[config.mk]
export PLATFORM = sky130hd
export DESIGN_NAME = ioexp_top
export DESIGN_NICKNAME = d
export VERILOG_FILES = /design/src/hw/ioexp_pkg.sv /design/src/hw/ioexp_grp_if.sv /design/src/hw/ioexp_grp.sv /design/src/hw/ioexp_top.sv
export VERILOG_INCLUDE_DIRS = /design/src /design/src/hw
export SDC_FILE = /design/constraint.sdc
export NUM_CORES = 1
export LEC_CHECK = 0
export BUFFER_PORTS_ARGS = -buffer_cell sky130_fd_sc_hd__buf_4
export CORE_MARGIN = 8
export CORE_UTILIZATION = 50
export CTS_CLUSTER_SIZE = 10
export DETAILED_ROUTE_END_ITERATION = 16
export PLACE_DENSITY = 0.71
export SLEW_MARGIN = 20
export SYNTH_ARGS = -nofsm -noshare
export SYNTH_HDL_FRONTEND = slang
export SYNTH_SLANG_ARGS = --single-unit
[constraint.sdc]
create_clock -name ref_clk -period 3 [get_ports ref_clk]
set_input_delay 0.3 -clock ref_clk [delete_from_list [all_inputs] [get_ports ref_clk]]
set_output_delay 0.3 -clock ref_clk [all_outputs]
set_load 0.01 [all_outputs]
[src/hw/ioexp_defs.svh]
// Constants for the serial I/O expander: addresses, commands, resets, widths
`ifndef IOEXP_DEFS_SVH
`define IOEXP_DEFS_SVH

// ----------------------------------------------------------------------
// Serial address
// ----------------------------------------------------------------------
`define IOEXP_ADDR_HI   5'h16
`define IOEXP_ADDR_LO   1'h0
`define IOEXP_BYTE_BITS 4'h8
`define IOEXP_LAST_TX   4'h7

// ----------------------------------------------------------------------
// Command byte layout: codes 00h..07h, bit 0 picks the group
// ----------------------------------------------------------------------
`define IOEXP_CMD_TOP   7
`define IOEXP_CMD_HI    3
`define IOEXP_CMD_GRP   0

// ----------------------------------------------------------------------
// Port data: four ports per group, carried in the upper nibble
// ----------------------------------------------------------------------
`define IOEXP_NIB       4
`define IOEXP_NIB_LSB   4
`define IOEXP_DIR_RST   4'h0
`define IOEXP_MASK_RST  4'h0
`define IOEXP_OUT_RST   4'h0

// ----------------------------------------------------------------------
// Pin synchroniser: 12 sampled inputs, idle bus levels high
// ----------------------------------------------------------------------
`define IOEXP_SYNC_W    12
`define IOEXP_SYNC_RST  12'he00
`define IOEXP_STRAP_AT  2'h2

`endif

[src/hw/ioexp_pkg.sv]
// Types shared by the expander modules
package ioexp_pkg;

  typedef enum logic [2:0] {
    ST_IDLE   = 3'h0,
    ST_RX     = 3'h1,
    ST_ACK    = 3'h3,
    ST_TX     = 3'h2,
    ST_MACK   = 3'h6,
    ST_IGNORE = 3'h4
  } ioexp_state_t;

  typedef enum logic [1:0] {
    PH_ADDR = 2'h0,
    PH_CMD  = 2'h1,
    PH_DATA = 2'h3
  } ioexp_phase_t;

  typedef enum logic [1:0] {
    KIND_IN   = 2'h0,
    KIND_OUT  = 2'h1,
    KIND_DIR  = 2'h2,
    KIND_MASK = 2'h3
  } ioexp_kind_t;

endpackage

[src/hw/ioexp_grp_if.sv]
// Link between the serial front end and one four-port group
`include "ioexp_defs.svh"
interface ioexp_grp_if;
  import ioexp_pkg::*;
  logic [`IOEXP_NIB-1:0] pin_in;
  logic [`IOEXP_NIB-1:0] wr_data;
  logic [`IOEXP_NIB-1:0] out_reg;
  logic [`IOEXP_NIB-1:0] dir;
  logic [`IOEXP_NIB-1:0] mask;
  logic [`IOEXP_NIB-1:0] snapshot;
  logic                  wr_en;
  ioexp_kind_t           wr_kind;
  logic                  capture;
  logic                  strap_load;
  logic                  strap_val;
  logic                  pending;

  modport top (
    output pin_in, wr_data, wr_en, wr_kind, capture, strap_load, strap_val,
    input  out_reg, dir, mask, snapshot, pending
  );
  modport grp (
    input  pin_in, wr_data, wr_en, wr_kind, capture, strap_load, strap_val,
    output out_reg, dir, mask, snapshot, pending
  );
endinterface

[src/hw/ioexp_grp.sv]
// One group of four ports: registers, pin drive and change detection
`include "ioexp_defs.svh"
module ioexp_grp #(
  parameter bit OPEN_DRAIN = 1'b0
) (
  ioexp_grp_if.grp                    gi,
  input  wire logic                   ref_clk,
  input  wire logic                   sys_rst,
  output logic [`IOEXP_NIB-1:0]       pin_out,
  output logic [`IOEXP_NIB-1:0]       pin_oe
);
  import ioexp_pkg::*;

  logic [`IOEXP_NIB-1:0] diff;

  // ----------------------------------------------------------------------
  // Registers written over the serial bus
  // ----------------------------------------------------------------------
  always_ff @(posedge ref_clk or posedge sys_rst) begin
    if (sys_rst) begin
      gi.out_reg <= `IOEXP_OUT_RST;
      gi.dir     <= `IOEXP_DIR_RST;
      gi.mask    <= `IOEXP_MASK_RST;
    end else if (gi.strap_load) begin
      // Power-up level follows the address strap
      gi.out_reg <= {`IOEXP_NIB{gi.strap_val}};
    end else if (gi.wr_en) begin
      unique case (gi.wr_kind)
        KIND_OUT:  gi.out_reg <= gi.wr_data;
        KIND_DIR:  gi.dir     <= gi.wr_data;
        KIND_MASK: gi.mask    <= gi.wr_data;
        KIND_IN:   gi.out_reg <= gi.out_reg;
      endcase
    end
  end

  // ----------------------------------------------------------------------
  // Pin drive
  // ----------------------------------------------------------------------
  always_ff @(posedge ref_clk or posedge sys_rst) begin
    if (sys_rst) begin
      pin_out <= `IOEXP_OUT_RST;
      pin_oe  <= `IOEXP_OUT_RST;
    end else if (OPEN_DRAIN) begin
      // Open drain only pulls low; a high level is left to the pull-up
      pin_out <= `IOEXP_OUT_RST;
      pin_oe  <= ~gi.dir & ~gi.out_reg;
    end else begin
      pin_out <= gi.out_reg;
      pin_oe  <= ~gi.dir;
    end
  end

  // ----------------------------------------------------------------------
  // Transition detection
  // ----------------------------------------------------------------------
  // Only unmasked inputs count, so writes to outputs never raise an alert
  assign diff = (gi.pin_in ^ gi.snapshot) & gi.dir & ~gi.mask;

  always_ff @(posedge ref_clk or posedge sys_rst) begin
    if (sys_rst) begin
      gi.snapshot <= `IOEXP_OUT_RST;
      gi.pending  <= 1'b0;
    end else if (gi.capture || gi.strap_load) begin
      // A change in this very cycle is already in the new snapshot
      gi.snapshot <= gi.pin_in;
      gi.pending  <= 1'b0;
    end else if (diff != `IOEXP_OUT_RST) begin
      gi.pending  <= 1'b1;
    end
  end
endmodule

[src/hw/ioexp_top.sv]
// Serial slave front end and register map of the eight-port expander
`include "ioexp_defs.svh"
// How it works
// - Only the upper nibble of data counts
// - Address 10110, strap pin, then zero
// - Eighth address bit: zero write, one read
// - First written byte selects the register
// - Ninth pulse is acknowledge, held low
// - Device acks received bytes; master acks reads
// - Direction bit set makes port an input
// - Mask bit set silences that port's changes
// - Each further written byte updates selected register, except for 00h..01h
// - Selected group's ports sampled at read address acknowledge for 00h..03h
// - Selected group's pending flag cleared at read address acknowledge for 00h..03h
// - Read of 00h..03h restarts detection; snapshot sent for 00h..01h
// - Changes during shifting compare to new snapshot
// - Unmasked input change latches alert low
// - Each group keeps its own pending change
// - Bus reset aborts transfer, alert untouched
// - Commands 00h..07h map the eight registers
module ioexp_top (
  input  wire logic       ref_clk,
  input  wire logic       sys_rst,
  input  wire logic       scl,
  input  wire logic       sda_in,
  output logic            sda_out,
  output logic            sda_oe,
  input  wire logic       addr_sel,
  input  wire logic       bus_reset_n,
  input  wire logic [3:0] open_drain_group_in,
  output logic      [3:0] open_drain_group_out,
  output logic      [3:0] open_drain_group_oe,
  input  wire logic [3:0] push_pull_group_in,
  output logic      [3:0] push_pull_group_out,
  output logic      [3:0] push_pull_group_oe,
  output logic            change_alert_n
);
  import ioexp_pkg::*;

  logic [`IOEXP_SYNC_W-1:0] sync1;
  logic [`IOEXP_SYNC_W-1:0] sync2;
  logic                     scl_s;
  logic                     sda_s;
  logic                     scl_q;
  logic                     sda_q;
  logic                     brst_n_s;
  logic                     ad_s;
  logic                     scl_rise;
  logic                     scl_fall;
  logic                     start_det;
  logic                     stop_det;
  ioexp_state_t             state;
  ioexp_phase_t             phase;
  logic [3:0]               cnt;
  logic [7:0]               sh;
  logic [7:0]               cmd;
  logic                     rw_read;
  logic                     nack;
  logic [1:0]               strap_cnt;
  logic [6:0]               own_addr;
  logic                     addr_hit;
  logic                     byte_end;
  logic                     ack_addr_rd;
  logic                     cmd_done;
  logic                     data_wr;
  logic                     cmd_ok;
  logic                     grp_b;
  ioexp_kind_t              kind;
  logic [3:0]               sel_nib;
  logic [7:0]               rd_byte;

  ioexp_grp_if gi_a ();
  ioexp_grp_if gi_b ();

  // ----------------------------------------------------------------------
  // Pin synchronisers and bus edge detection
  // ----------------------------------------------------------------------
  always_ff @(posedge ref_clk or posedge sys_rst) begin
    if (sys_rst) begin
      sync1 <= `IOEXP_SYNC_RST;
      sync2 <= `IOEXP_SYNC_RST;
    end else begin
      sync1 <= {scl, sda_in, bus_reset_n, addr_sel,
                open_drain_group_in, push_pull_group_in};
      sync2 <= sync1;
    end
  end

  assign scl_s    = sync2[11];
  assign sda_s    = sync2[10];
  assign brst_n_s = sync2[9];
  assign ad_s     = sync2[8];

  always_ff @(posedge ref_clk or posedge sys_rst) begin
    if (sys_rst) begin
      scl_q <= 1'b1;
      sda_q <= 1'b1;
    end else begin
      scl_q <= scl_s;
      sda_q <= sda_s;
    end
  end

  // Data is sampled only on a clock rise, so it must be stable while high
  assign scl_rise  = scl_s & ~scl_q;
  assign scl_fall  = ~scl_s & scl_q;
  assign start_det = scl_s & scl_q & sda_q & ~sda_s;
  assign stop_det  = scl_s & scl_q & ~sda_q & sda_s;

  // ----------------------------------------------------------------------
  // Byte decode
  // ----------------------------------------------------------------------
  assign own_addr    = {`IOEXP_ADDR_HI, ad_s, `IOEXP_ADDR_LO};
  assign addr_hit    = sh[7:1] == own_addr;
  assign byte_end    = state == ST_RX && scl_fall && cnt == `IOEXP_BYTE_BITS;
  assign ack_addr_rd = byte_end && phase == PH_ADDR && addr_hit && sh[0];
  assign cmd_done    = byte_end && phase == PH_CMD;
  assign data_wr     = byte_end && phase == PH_DATA;
  assign cmd_ok      = cmd[`IOEXP_CMD_TOP:`IOEXP_CMD_HI] == 5'h00;
  assign grp_b       = cmd[`IOEXP_CMD_GRP];
  assign kind        = ioexp_kind_t'(cmd[2:1]);

  // ----------------------------------------------------------------------
  // Serial state machine
  // ----------------------------------------------------------------------
  always_ff @(posedge ref_clk or posedge sys_rst) begin
    if (sys_rst) begin
      state <= ST_IDLE;
      phase <= PH_ADDR;
      cnt   <= 4'h0;
      sh    <= 8'h00;
      nack  <= 1'b0;
    end else if (!brst_n_s || stop_det) begin
      state <= ST_IDLE;
      cnt   <= 4'h0;
    end else if (start_det) begin
      // A repeated start lands here too and begins a new address byte
      state <= ST_RX;
      phase <= PH_ADDR;
      cnt   <= 4'h0;
    end else begin
      unique case (state)
        ST_IDLE, ST_IGNORE: begin
          cnt <= 4'h0;
        end
        ST_RX: begin
          if (scl_rise) begin
            sh  <= {sh[6:0], sda_s};
            cnt <= cnt + 4'h1;
          end else if (byte_end) begin
            if (phase != PH_ADDR || addr_hit)
              state <= ST_ACK;
            else
              state <= ST_IGNORE;
          end
        end
        ST_ACK: begin
          if (scl_fall) begin
            cnt <= 4'h0;
            if (rw_read) begin
              state <= ST_TX;
              sh    <= rd_byte;
            end else begin
              state <= ST_RX;
              phase <= (phase == PH_ADDR) ? PH_CMD : PH_DATA;
            end
          end
        end
        ST_TX: begin
          if (scl_fall) begin
            sh  <= {sh[6:0], 1'b0};
            cnt <= cnt + 4'h1;
            if (cnt == `IOEXP_LAST_TX)
              state <= ST_MACK;
          end
        end
        ST_MACK: begin
          if (scl_rise) begin
            nack <= sda_s;
          end else if (scl_fall) begin
            cnt <= 4'h0;
            if (nack) begin
              state <= ST_IGNORE;
            end else begin
              state <= ST_TX;
              sh    <= rd_byte;
            end
          end
        end
        default: state <= ST_IDLE;
      endcase
    end
  end

  // Open-drain data line: low during ack and for zero bits sent
  always_ff @(posedge ref_clk or posedge sys_rst) begin
    if (sys_rst)
      sda_oe <= 1'b0;
    else
      sda_oe <= state == ST_ACK || (state == ST_TX && !sh[7]);
  end
  assign sda_out = 1'b0;

  // ----------------------------------------------------------------------
  // Direction flag and command byte
  // ----------------------------------------------------------------------
  always_ff @(posedge ref_clk or posedge sys_rst) begin
    if (sys_rst)
      rw_read <= 1'b0;
    else if (byte_end && phase == PH_ADDR && addr_hit)
      rw_read <= sh[0];
  end

  always_ff @(posedge ref_clk or posedge sys_rst) begin
    if (sys_rst)
      cmd <= 8'h00;
    else if (cmd_done)
      cmd <= sh;
  end

  // ----------------------------------------------------------------------
  // Read data
  // ----------------------------------------------------------------------
  always_comb begin
    sel_nib = 4'h0;
    unique case (kind)
      KIND_IN:   sel_nib = grp_b ? gi_b.snapshot : gi_a.snapshot;
      KIND_OUT:  sel_nib = grp_b ? gi_b.out_reg  : gi_a.out_reg;
      KIND_DIR:  sel_nib = grp_b ? gi_b.dir      : gi_a.dir;
      KIND_MASK: sel_nib = grp_b ? gi_b.mask     : gi_a.mask;
    endcase
  end
  // Unused codes read back as zero
  assign rd_byte = cmd_ok ? {sel_nib, 4'h0} : 8'h00;

  // ----------------------------------------------------------------------
  // Strap capture after reset release
  // ----------------------------------------------------------------------
  // Waits for the strap to clear the synchroniser before loading it
  always_ff @(posedge ref_clk or posedge sys_rst) begin
    if (sys_rst)
      strap_cnt <= 2'h0;
    else if (strap_cnt != 2'h3)
      strap_cnt <= strap_cnt + 2'h1;
  end

  // ----------------------------------------------------------------------
  // Port groups
  // ----------------------------------------------------------------------
  assign gi_a.pin_in     = sync2[7:4];
  assign gi_b.pin_in     = sync2[3:0];
  assign gi_a.wr_data    = sh[7:`IOEXP_NIB_LSB];
  assign gi_b.wr_data    = sh[7:`IOEXP_NIB_LSB];
  assign gi_a.wr_kind    = kind;
  assign gi_b.wr_kind    = kind;
  assign gi_a.wr_en      = data_wr && cmd_ok && !grp_b;
  assign gi_b.wr_en      = data_wr && cmd_ok && grp_b;
  assign gi_a.capture    = ack_addr_rd && cmd_ok && !cmd[2] && !grp_b;
  assign gi_b.capture    = ack_addr_rd && cmd_ok && !cmd[2] && grp_b;
  assign gi_a.strap_load = strap_cnt == `IOEXP_STRAP_AT;
  assign gi_b.strap_load = strap_cnt == `IOEXP_STRAP_AT;
  assign gi_a.strap_val  = ad_s;
  assign gi_b.strap_val  = ad_s;

  ioexp_grp #(.OPEN_DRAIN(1'b1)) u_grp_a (
    .gi      (gi_a),
    .ref_clk (ref_clk),
    .sys_rst (sys_rst),
    .pin_out (open_drain_group_out),
    .pin_oe  (open_drain_group_oe)
  );

  ioexp_grp #(.OPEN_DRAIN(1'b0)) u_grp_b (
    .gi      (gi_b),
    .ref_clk (ref_clk),
    .sys_rst (sys_rst),
    .pin_out (push_pull_group_out),
    .pin_oe  (push_pull_group_oe)
  );

  // Bus reset does not reach this flop, so the alert survives it
  always_ff @(posedge ref_clk or posedge sys_rst) begin
    if (sys_rst)
      change_alert_n <= 1'b1;
    else
      change_alert_n <= !(gi_a.pending || gi_b.pending);
  end
endmodule

==> results of run 1 <==
==> worst max-delay path by stage <==
stage                  start  cells past startpoint                  to
finish              state[0]                      5  u_grp_a.gi.mask[0]
global route        state[0]                      5  u_grp_a.gi.mask[2]
CTS                 state[0]                      5   u_grp_a.gi.dir[3]
detailed placement  state[0]                      5   u_grp_a.gi.dir[3]
global placement      cmd[1]                      5   u_grp_a.gi.dir[3]
floorplan            sys_rst                      1              cmd[0]
==> power breakdown <==
group	switching [uW]	internal, uW	leakage (uW)
Combinational	58.9	55.5	0.000872
Sequential	25.8	1430	0.00128
Clock	526	413	0.000112
==> layout make-up <==
cell class / instances / area [um^2] / share of cell area [%]
Clock inverter: 7 / 100.1 / 1.906
Timing Repair Buffer: 40 / 320.3 / 6.098
Inverter: 19 / 73.82 / 1.405
Tap cell: 111 / 138.9 / 2.644
Clock buffer: 9 / 123.9 / 2.358
Sequential cell: 103 / 2589 / 49.29
Multi-Input combinational cell: 249 / 1907 / 36.30
==> through the flow <==
stage | util, % | setup slack [ps] | total power, uW
global route | 57.39 | 364.3 | 2611
global placement | 54.07 | 595.8 | 1584
CTS | 56.51 | 514.5 | 2534
floorplan | - | 11.06 | 1546
finish | 57.39 | 467.0 | 2506
detailed placement | 54.07 | 547.1 | 1589
==> synthesized netlist by cell type (all sizes together), types with 4 or more instances <==
| cell type | instances | area [um^2] |
|---|---|---|
| dfrtp | 94 | 2352 |
| mux2 | 46 | 518.0 |
| nand2 | 27 | 101.4 |
| o21ai | 22 | 110.1 |
| inv | 19 | 71.32 |
| nor2 | 15 | 56.30 |
| clkbuf | 13 | 48.80 |
| buf | 12 | 78.82 |
| mux2i | 11 | 110.1 |
| xnor2 | 11 | 96.34 |
| a21oi | 9 | 45.04 |
| dfstp | 9 | 236.5 |
| o21a | 9 | 67.56 |
| nand3 | 8 | 40.04 |
| nand2b | 6 | 52.55 |
| nor4 | 6 | 58.80 |
| or3 | 6 | 37.54 |
| nor2b | 5 | 31.28 |
| a22o | 4 | 35.03 |
| a41oi | 4 | 72.57 |
| ha | 4 | 50.05 |
==> cells by family after synthesis <==
logic type	Yosys count	share of synthesized area [%]
AOI/OAI and AO/OA	72	11.50
buffers and inverters	44	4.251
muxes	57	13.42
other	1	0.08014
xor gates and xnor gates	13	2.433
and+or+nand+nor	98	11.92
DFF	103	55.32
adders and majority gates	4	1.070
==> layer usage <==
| metal | wire length, um | share of wire [%] | global-route usage, % |
|---|---|---|---|
| met4 | 142 | 1.5 | 6.565 |
| met3 | 494 | 5.3 | 3.674 |
| met5 | 0 | 0 | 0 |
| met2 | 4328 | 46 | 23.90 |
| met1 | 4343 | 47 | 20.86 |
==> critical path: cells and delay by family, from the launching register on <==
family | cells | cell delay (ps)
multiplexers | 1 | 350
AND/OR/NAND/NOR | 4 | 1380
flip-flops | 1 | 690
==> results by group, run 1 <==
Global routing
  – Vias in the first global route: 3030
  – Initial antenna violation count: 0
  – Global-route usage over all layers: 15.62%
  – Total gr overflow: 0
  – Pin count of the biggest net entering global routing: 63
  – First-pass GRT wire length: 15680 um

Floorplan
  – Die Ht: 112.7 um
  – Die area: 12710 um^2
  – Row Count: 35
  – Die X: 112.7 um
  – Core Region: 9153 um^2
  – Initial Util: 51.13%
  – I/O Pins: 33

Power and ir drop
  – Leak Pwr: 0.002263 uW
  – VDD IR max: 0.2890 mV
  – Power Density: 477.1 nW/um^2

Critical path
  – CP Launch Type: flop
  – Slowest CP cell: dfrtp_1
  – Internal reg-to-reg setup slack: 470 ps
  – Delay of the slowest critical-path stage: 690 ps
  – Crit path DAT: 2790 ps
  – CP Cell Sequence: nand2b_4 -> or4_1 -> nor4_1 -> and2_1 -> mux2_2
  – CP endpoint kind: flop
  – Kind of critical path: flop to flop
  – Critical Path RT: 3260 ps
  – Worst r2r path cells: 5
  – R2r startpoint: state[0]
  – RR Endpoint: u_grp_a.gi.mask[0]
  – CP max FO: 18

Routing
  – Drt pass-1 iters: 5
  – Routed wire length: 9308 um
  – Via count: 3024
  – Routed Antenna Nets: 0
  – Routed wire length per instance: 17.30 um
  – Via density: 5.621
  – DR DRC count: 0
  – Starting DRC count in detailed routing: 135

Clock tree
  – Htree depth: 3
  – Clk sinks: 103
  – Clk_lat worst skew: 370 ps
  – TritonCTS clock tree: done
  – Hold_buf cts: 0
  – TritonCTS Buffers: 9
  – Clk slew on worst S/H paths: 100 ps
  – Setup bufs post-CTS: 0
  – Resized Gates After CTS: 0
  – CTS Buffer Depth: 2
  – Clk root buf: clkbuf_8

Final layout
  – Area growth syn-to-layout: 12.25%
  – Nets: 440
  – Most frequent cells in the layout: dfrtp_1, mux2_2, buf_4
  – Layout cells sized above 1: 26.46%
  – Finished Layout Cells: 538
  – # fillers: 754
  – Final Instance Area: 5253 um^2
  – Ant. Diodes: 0
  – Top flop regs: sync1 x12, sync2 x12
  – Commonest non-fill, non-tap cell in the layout: dfrtp_1

STA
  – Minimum clock period: 2533 ps
  – WHS: 28.41 ps
  – Final Slew Violations: 0
  – Final setup fails: 0
  – Final Hold Vio Count: 0
  – Worst Tran Pin Value: 759.8 ps
  – Final period util: 84.43%
  – RSZ-0062 raised after global routing: false
  – Maximum operating frequency: 394.8 MHz
  – Setup tns final: 0 ps
  – Clock skew: 11.79 ps
  – Slew headroom: 49.35%

Hold path
  – Worst Hold End: sync1[8]
  – Worst hold stages: 1
  – Worst hold path type: input port to flop
  – Min-delay src: addr_sel

Yosys
  – Post-synthesis cell area: 4679 um^2
  – Seq/Total Area, Yosys: 55.32%
  – Top FF cell, synth: dfrtp_1
  – Synth cell types: 59
  – Synthesized flop and latch total: 103
  – Avg Cell Area, Syn: 11.94 um^2
  – Syn. warnings: 0
  – Cells after Synth: 392
  – Number of synthesized flops with an enable pin: 0
  – Ys async rst share: 100.0%

Place
  – Dpl hpwl: 6434 um
  – Gpl congestion: 0.8390
  – Cell Area, Placed: 4949 um^2
  – Placed insts: 514
  – IO buf count: 27

Run
  – Max-Cap Viols: 0

Outcome
  – Status: finished, final reports clean
No activity file was read; power rests on OpenSTA's default activity.
==> run 2: changes to the inputs <==
Settings changed: PLACE_DENSITY 0.71 to 0.68.
Clock period 3 ns to 2.6 ns, I/O delays scaled along.
==> results by group, run 2 (synthesis results as in run 1) <==
Power and ir drop
  – VDD IR max: 0.2766 mV (was 0.2890 mV)
  – Power Density: 552.7 nW/um^2 (was 477.1 nW/um^2)
  – Leak Pwr: 0.002319 uW (was 0.002263 uW)
  – Total power: 2970 uW (was 2506 uW)

Routing
  – Routed Antenna Nets: 0 (unchanged)
  – Starting DRC count in detailed routing: 152 (was 135)
  – Routed wire length per instance: 16.89 um (was 17.30 um)
  – Routed wire length: 9272 um (was 9308 um)
  – Drt pass-1 iters: 4 (was 5)
  – Via count: 3040 (was 3024)
  – DR DRC count: 0 (unchanged)
  – Via density: 5.537 (was 5.621)

Floorplan
  – I/O Pins: 33 (unchanged)
  – Row Count: 35 (unchanged)
  – Initial Util: 51.13% (unchanged)
  – Core Region: 9153 um^2 (unchanged)
  – Die X: 112.7 um (unchanged)
  – Die area: 12710 um^2 (unchanged)
  – Die Ht: 112.7 um (unchanged)

Clock tree
  – Htree depth: 3 (unchanged)
  – Hold_buf cts: 12 (was 0)
  – Clk slew on worst S/H paths: 100 ps (about the same)
  – Resized Gates After CTS: 0 (unchanged)
  – CTS Buffer Depth: 2 (unchanged)
  – Setup bufs post-CTS: 0 (unchanged)
  – Clk sinks: 103 (unchanged)
  – Clk root buf: clkbuf_8 (unchanged)
  – TritonCTS Buffers: 9 (unchanged)
  – TritonCTS clock tree: done (unchanged)
  – Clk_lat worst skew: 380 ps (was 370 ps)

Critical path
  – Critical Path RT: 2850 ps (was 3260 ps)
  – Crit path DAT: 2650 ps (was 2790 ps)
  – Kind of critical path: flop to flop (unchanged)
  – CP Launch Type: flop (unchanged)
  – CP endpoint kind: flop (unchanged)
  – RR Endpoint: u_grp_a.gi.mask[0] (unchanged)
  – R2r startpoint: cnt[0] (was state[0])
  – Worst r2r path cells: 7 (was 5)
  – Internal reg-to-reg setup slack: 200 ps (was 470 ps)
  – CP max FO: 5 (was 18)

Place
  – Dpl hpwl: 6476 um (was 6434 um)
  – IO buf count: 27 (unchanged)
  – Placed insts: 521 (was 514)
  – Gpl congestion: 0.8185 (was 0.8390)

Global routing
  – Total gr overflow: 0 (unchanged)
  – Vias in the first global route: 3009 (was 3030)
  – First-pass GRT wire length: 15550 um (was 15680 um)
  – Initial antenna violation count: 0 (unchanged)
  – Pin count of the biggest net entering global routing: 104 (was 63)
  – Global-route usage over all layers: 15.45% (was 15.62%)

Final layout
  – Multi-input gate area: 1907 um^2 (unchanged)
  – Most frequent cells in the layout: dfrtp_1, mux2_2, buf_4 (unchanged)
  – Layout cells sized above 1: 27.40% (was 26.46%)
  – # fillers: 761 (was 754)
  – Finished Layout Cells: 549 (was 538)
  – Register area: 2589 um^2 (unchanged)
  – Top flop regs: sync1 x12, sync2 x12 (unchanged)
  – Area growth syn-to-layout: 14.81% (was 12.25%)
  – Ant. Diodes: 0 (unchanged)
  – Nets: 451 (was 440)
  – Commonest non-fill, non-tap cell in the layout: dfrtp_1 (unchanged)

STA
  – Minimum clock period: 2400 ps (was 2533 ps)
  – WHS: 31.07 ps (was 28.41 ps)
  – Worst Tran Pin Value: 943.9 ps (was 759.8 ps)
  – Clock skew: 14.73 ps (was 11.79 ps)
  – Final Hold Vio Count: 0 (unchanged)
  – RSZ-0062 raised after global routing: false (unchanged)
  – Slew headroom: 36.80% (was 49.35%)
  – Maximum operating frequency: 416.6 MHz (was 394.8 MHz)
  – Final setup fails: 0 (unchanged)
  – Setup tns final: 0 ps (unchanged)
  – Final period util: 92.32% (was 84.43%)
  – Final Slew Violations: 0 (unchanged)

Hold path
  – Worst hold path type: input port to async pin (was input port to flop)

Run
  – Max-Cap Viols: 0 (unchanged)

Outcome
  – Status: finished, final reports clean (unchanged)
[run 2: layout make-up]
cell class,instances,share of cell area (%)
sequential,103,48.18
multi-input combinational,249,35.49
timing repair buffer,51,7.918
tap,111,2.585
clock buffer,9,2.306
clock inverter,7,2.119
inverter,19,1.397
[run 2: how the worst max path moves through the flow]
stage               cells after the start                     end  startpoint  slack, ps
detailed placement                      7      u_grp_a.gi.mask[2]      cnt[0]        230
global route                            7      u_grp_a.gi.mask[0]      cnt[0]         20
floorplan                               7  u_grp_a.gi.snapshot[0]      cnt[0]        480
global placement                        7      u_grp_a.gi.mask[0]      cnt[0]        310
finish                                  7      u_grp_a.gi.mask[0]      cnt[0]        200
CTS                                     7      u_grp_a.gi.mask[0]      cnt[0]        210
[run 2: report_power, final]
part | switching [uW] | internal, uW | total [uW]
sequential | 30.2 | 1650 | 1680
combinational | 68.6 | 70.4 | 139
clock | 591 | 563 | 1150
[run 2: layer usage]
metal  vias to the layer above  GRT usage [%]  wire length [um]
met5                         -              0                 0
met4                         0          5.126               101
met3                         7          4.313               420
met2                        73          22.87              4148
met1                      1499          21.39              4602
li1                       1461              -                 -
[run 2: per-stage QoR]
stage	setup WS [ps]	area, um^2	utilization (%)
6_report	199.7	5373	58.70
5_1_grt	24.82	5373	58.70
4_1_cts	205.4	5373	58.70
3_5_place_dp	226.9	5015	54.79
3_3_place_gp	309.1	5015	54.79
2_1_floorplan	480.6	4698	-
[run 2: worst max-delay path, stage by stage, from the launching register on]
cell and delay, ps:
dfrtp_1 430, inv_1 70, ha_1 160, nand3b_1 140, or4_1 500, nor4_1 340, and2_1 280, mux2_2 360
==> run 3: changes to the inputs <==
Settings changed: CORE_MARGIN 8 to 2, RECOVER_POWER from default to 50.
==> results by group, run 3 (synthesis results as in run 1) <==
Global routing
  – Initial antenna violation count: 0 (unchanged)
  – First-pass GRT wire length: 15680 um (was 15550 um)
  – Met3 GRT Util: 3.329% (was 4.313%)
  – GR Layer Usage met1: 28.53% (was 21.39%)
  – Pin count of the biggest net entering global routing: 37 (was 104)
  – Global-route usage over all layers: 19.77% (was 15.45%)
  – Total gr overflow: 0 (unchanged)
  – Met2 usage: 32.00% (was 22.87%)
  – Top Usage Layer GRT: met2 (unchanged)
  – Vias in the first global route: 3117 (was 3009)

Final layout
  – Layout cells sized above 1: 26.77% (was 27.40%)
  – Nets: 450 (was 451)
  – Area growth syn-to-layout: 13.37% (was 14.81%)
  – Most frequent cells in the layout: dfrtp_1, mux2_2, nand2_1 (was dfrtp_1, mux2_2, buf_4)
  – Top flop regs: sync1 x12, sync2 x12 (unchanged)
  – Finished Layout Cells: 548 (was 549)
  – Commonest non-fill, non-tap cell in the layout: dfrtp_1 (unchanged)
  – Ant. Diodes: 0 (unchanged)

Critical path
  – Slowest CP cell: or4_1 (unchanged)
  – Crit path buf inv count: 0 (was 1)
  – Stages on the worst setup path: 5 (was 7)
  – RR Endpoint: u_grp_a.gi.mask[3] (was u_grp_a.gi.mask[0])
  – Critical Path RT: 2850 ps (about the same)
  – Crit path DAT: 2610 ps (was 2650 ps)
  – Kind of critical path: flop to flop (unchanged)
  – End point of the critical path: u_grp_a.gi.mask[3] (was u_grp_a.gi.mask[0])
  – Worst setup path startpoint: state[2] (was cnt[0])
  – R2r startpoint: state[2] (was cnt[0])
  – CP max FO: 12 (was 5)
  – CP Launch Type: flop (unchanged)
  – CP endpoint kind: flop (unchanged)
  – Internal reg-to-reg setup slack: 230 ps (was 200 ps)
  – Worst r2r path cells: 5 (was 7)
  – CP Cell Sequence: nand2b_4 -> or4_1 -> nor4_1 -> and2_1 -> mux2_2 (was inv_1 -> ha_1 -> nand3b_1 -> or4_1 -> nor4_1 -> and2_1 -> mux2_2)
  – Delay of the slowest critical-path stage: 560 ps (was 500 ps)
  – Largest delay contributor family on the critical path: simple AND/OR/NAND/NOR gates (unchanged)

Clock tree
  – TritonCTS Buffers: 9 (unchanged)
  – CTS Buffer Depth: 2 (unchanged)
  – Clk_lat worst skew: 360 ps (was 380 ps)
  – Clk slew on worst S/H paths: 110 ps (was 100 ps)
  – TritonCTS clock tree: done (unchanged)
  – Clk sinks: 103 (unchanged)
  – Clk root buf: clkbuf_8 (unchanged)
  – Resized Gates After CTS: 0 (unchanged)
  – Htree depth: 3 (unchanged)

Floorplan
  – Core Region: 9153 um^2 (unchanged)
  – Die Ht: 100.7 um (was 112.7 um)
  – Die X: 100.7 um (was 112.7 um)
  – I/O Pins: 33 (unchanged)
  – Row Count: 35 (unchanged)
  – Die area: 10150 um^2 (was 12710 um^2)
  – Initial Util: 51.13% (unchanged)

Run
  – Max-Cap Viols: 1 (was 0)

STA
  – Final Hold Vio Count: 0 (unchanged)
  – Final Slew Violations: 36 (was 0)
  – Slew headroom: -1.510% (was 36.80%)
  – Final period util: 91.01% (was 92.32%)
  – Minimum clock period: 2366 ps (was 2400 ps)
  – Clock skew: 11.87 ps (was 14.73 ps)
  – RSZ-0062 raised after global routing: false (unchanged)
  – Maximum operating frequency: 422.6 MHz (was 416.6 MHz)
  – Final setup fails: 0 (unchanged)
  – Worst Tran Pin Value: 1514 ps (was 943.9 ps)
  – Setup tns final: 0 ps (unchanged)

Routing
  – Via count: 3027 (was 3040)
  – Via density: 5.524 (was 5.537)
  – Starting DRC count in detailed routing: 181 (was 152)
  – Drt pass-1 iters: 4 (unchanged)
  – Routed wire length per instance: 16.83 um (was 16.89 um)
  – DR DRC count: 0 (unchanged)
  – Routed wire length: 9224 um (was 9272 um)
  – Routed Antenna Nets: 0 (unchanged)

Place
  – Dpl hpwl: 6550 um (was 6476 um)
  – Gpl congestion: 0.8652 (was 0.8185)
  – IO buf count: 27 (unchanged)
  – Placed insts: 520 (was 521)

Outcome
  – Status: finished, violations left (was finished, final reports clean)
  – Failing checks: capacitance limit, slew limit

Power and ir drop
  – Power Density: 527.9 nW/um^2 (was 552.7 nW/um^2)
  – Leak Pwr: 0.002293 uW (was 0.002319 uW)
  – VDD IR max: 0.3508 mV (was 0.2766 mV)

Hold path
  – Worst hold path type: input port to async pin (unchanged)
run 3: metal layers:
layer | part of all wire [%] | up-vias
li1 | - | 1457
met1 | 48 | 1506
met2 | 47 | 58
met3 | 4.0 | 6
met4 | 0.66 | 0
met5 | 0 | -
run 3: worst min-delay path by stage:
stage	end	from	cells after the start
2_1_floorplan	sync1[10]	sda_in	0
3_3_place_gp	sync2[2]	sync1[2]	0
3_5_place_dp	sync2[3]	sync1[3]	0
4_1_cts	u_grp_b.gi.out_reg[1]	sys_rst	2
5_1_grt	u_grp_b.gi.out_reg[1]	sys_rst	2
6_report	u_grp_b.gi.out_reg[1]	sys_rst	2
run 3: per-stage QoR:
stage                     util, %  hold WS [ps]  total power (uW)  cell area, um^2  setup slack (ps)
after floorplan                 -         264.5              1785             4698             480.6
final                       57.96         237.4              2800             5305             233.7
after detailed placement    54.85         334.7              1838             5020             243.0
after global routing        57.96         351.4              2917             5305             120.2
after CTS                   58.32         61.79              2839             5338             246.1
after global placement      54.85         332.2              1835             5020             309.4
run 3: power by group:
group          switching, uW  internal (uW)
clock                    589            400
sequential              29.7           1650
combinational           68.7           67.1
total                    688           2110
run 3: layout make-up:
cell class	count	area (um^2)
Fill cell	751	3847
Sequential cell	103	2589
Multi-Input combinational cell	249	1907
Timing Repair Buffer	50	400.4
Tap cell	111	138.9
Clock buffer	10	137.6
Inverter	19	72.57
Clock inverter	6	60.06
run 3: what timing repair did:
item | CTS | global route
hold buffers | 12 | 0
hold endpoints to repair | 12 | 0
buffers inserted | 0 | 0
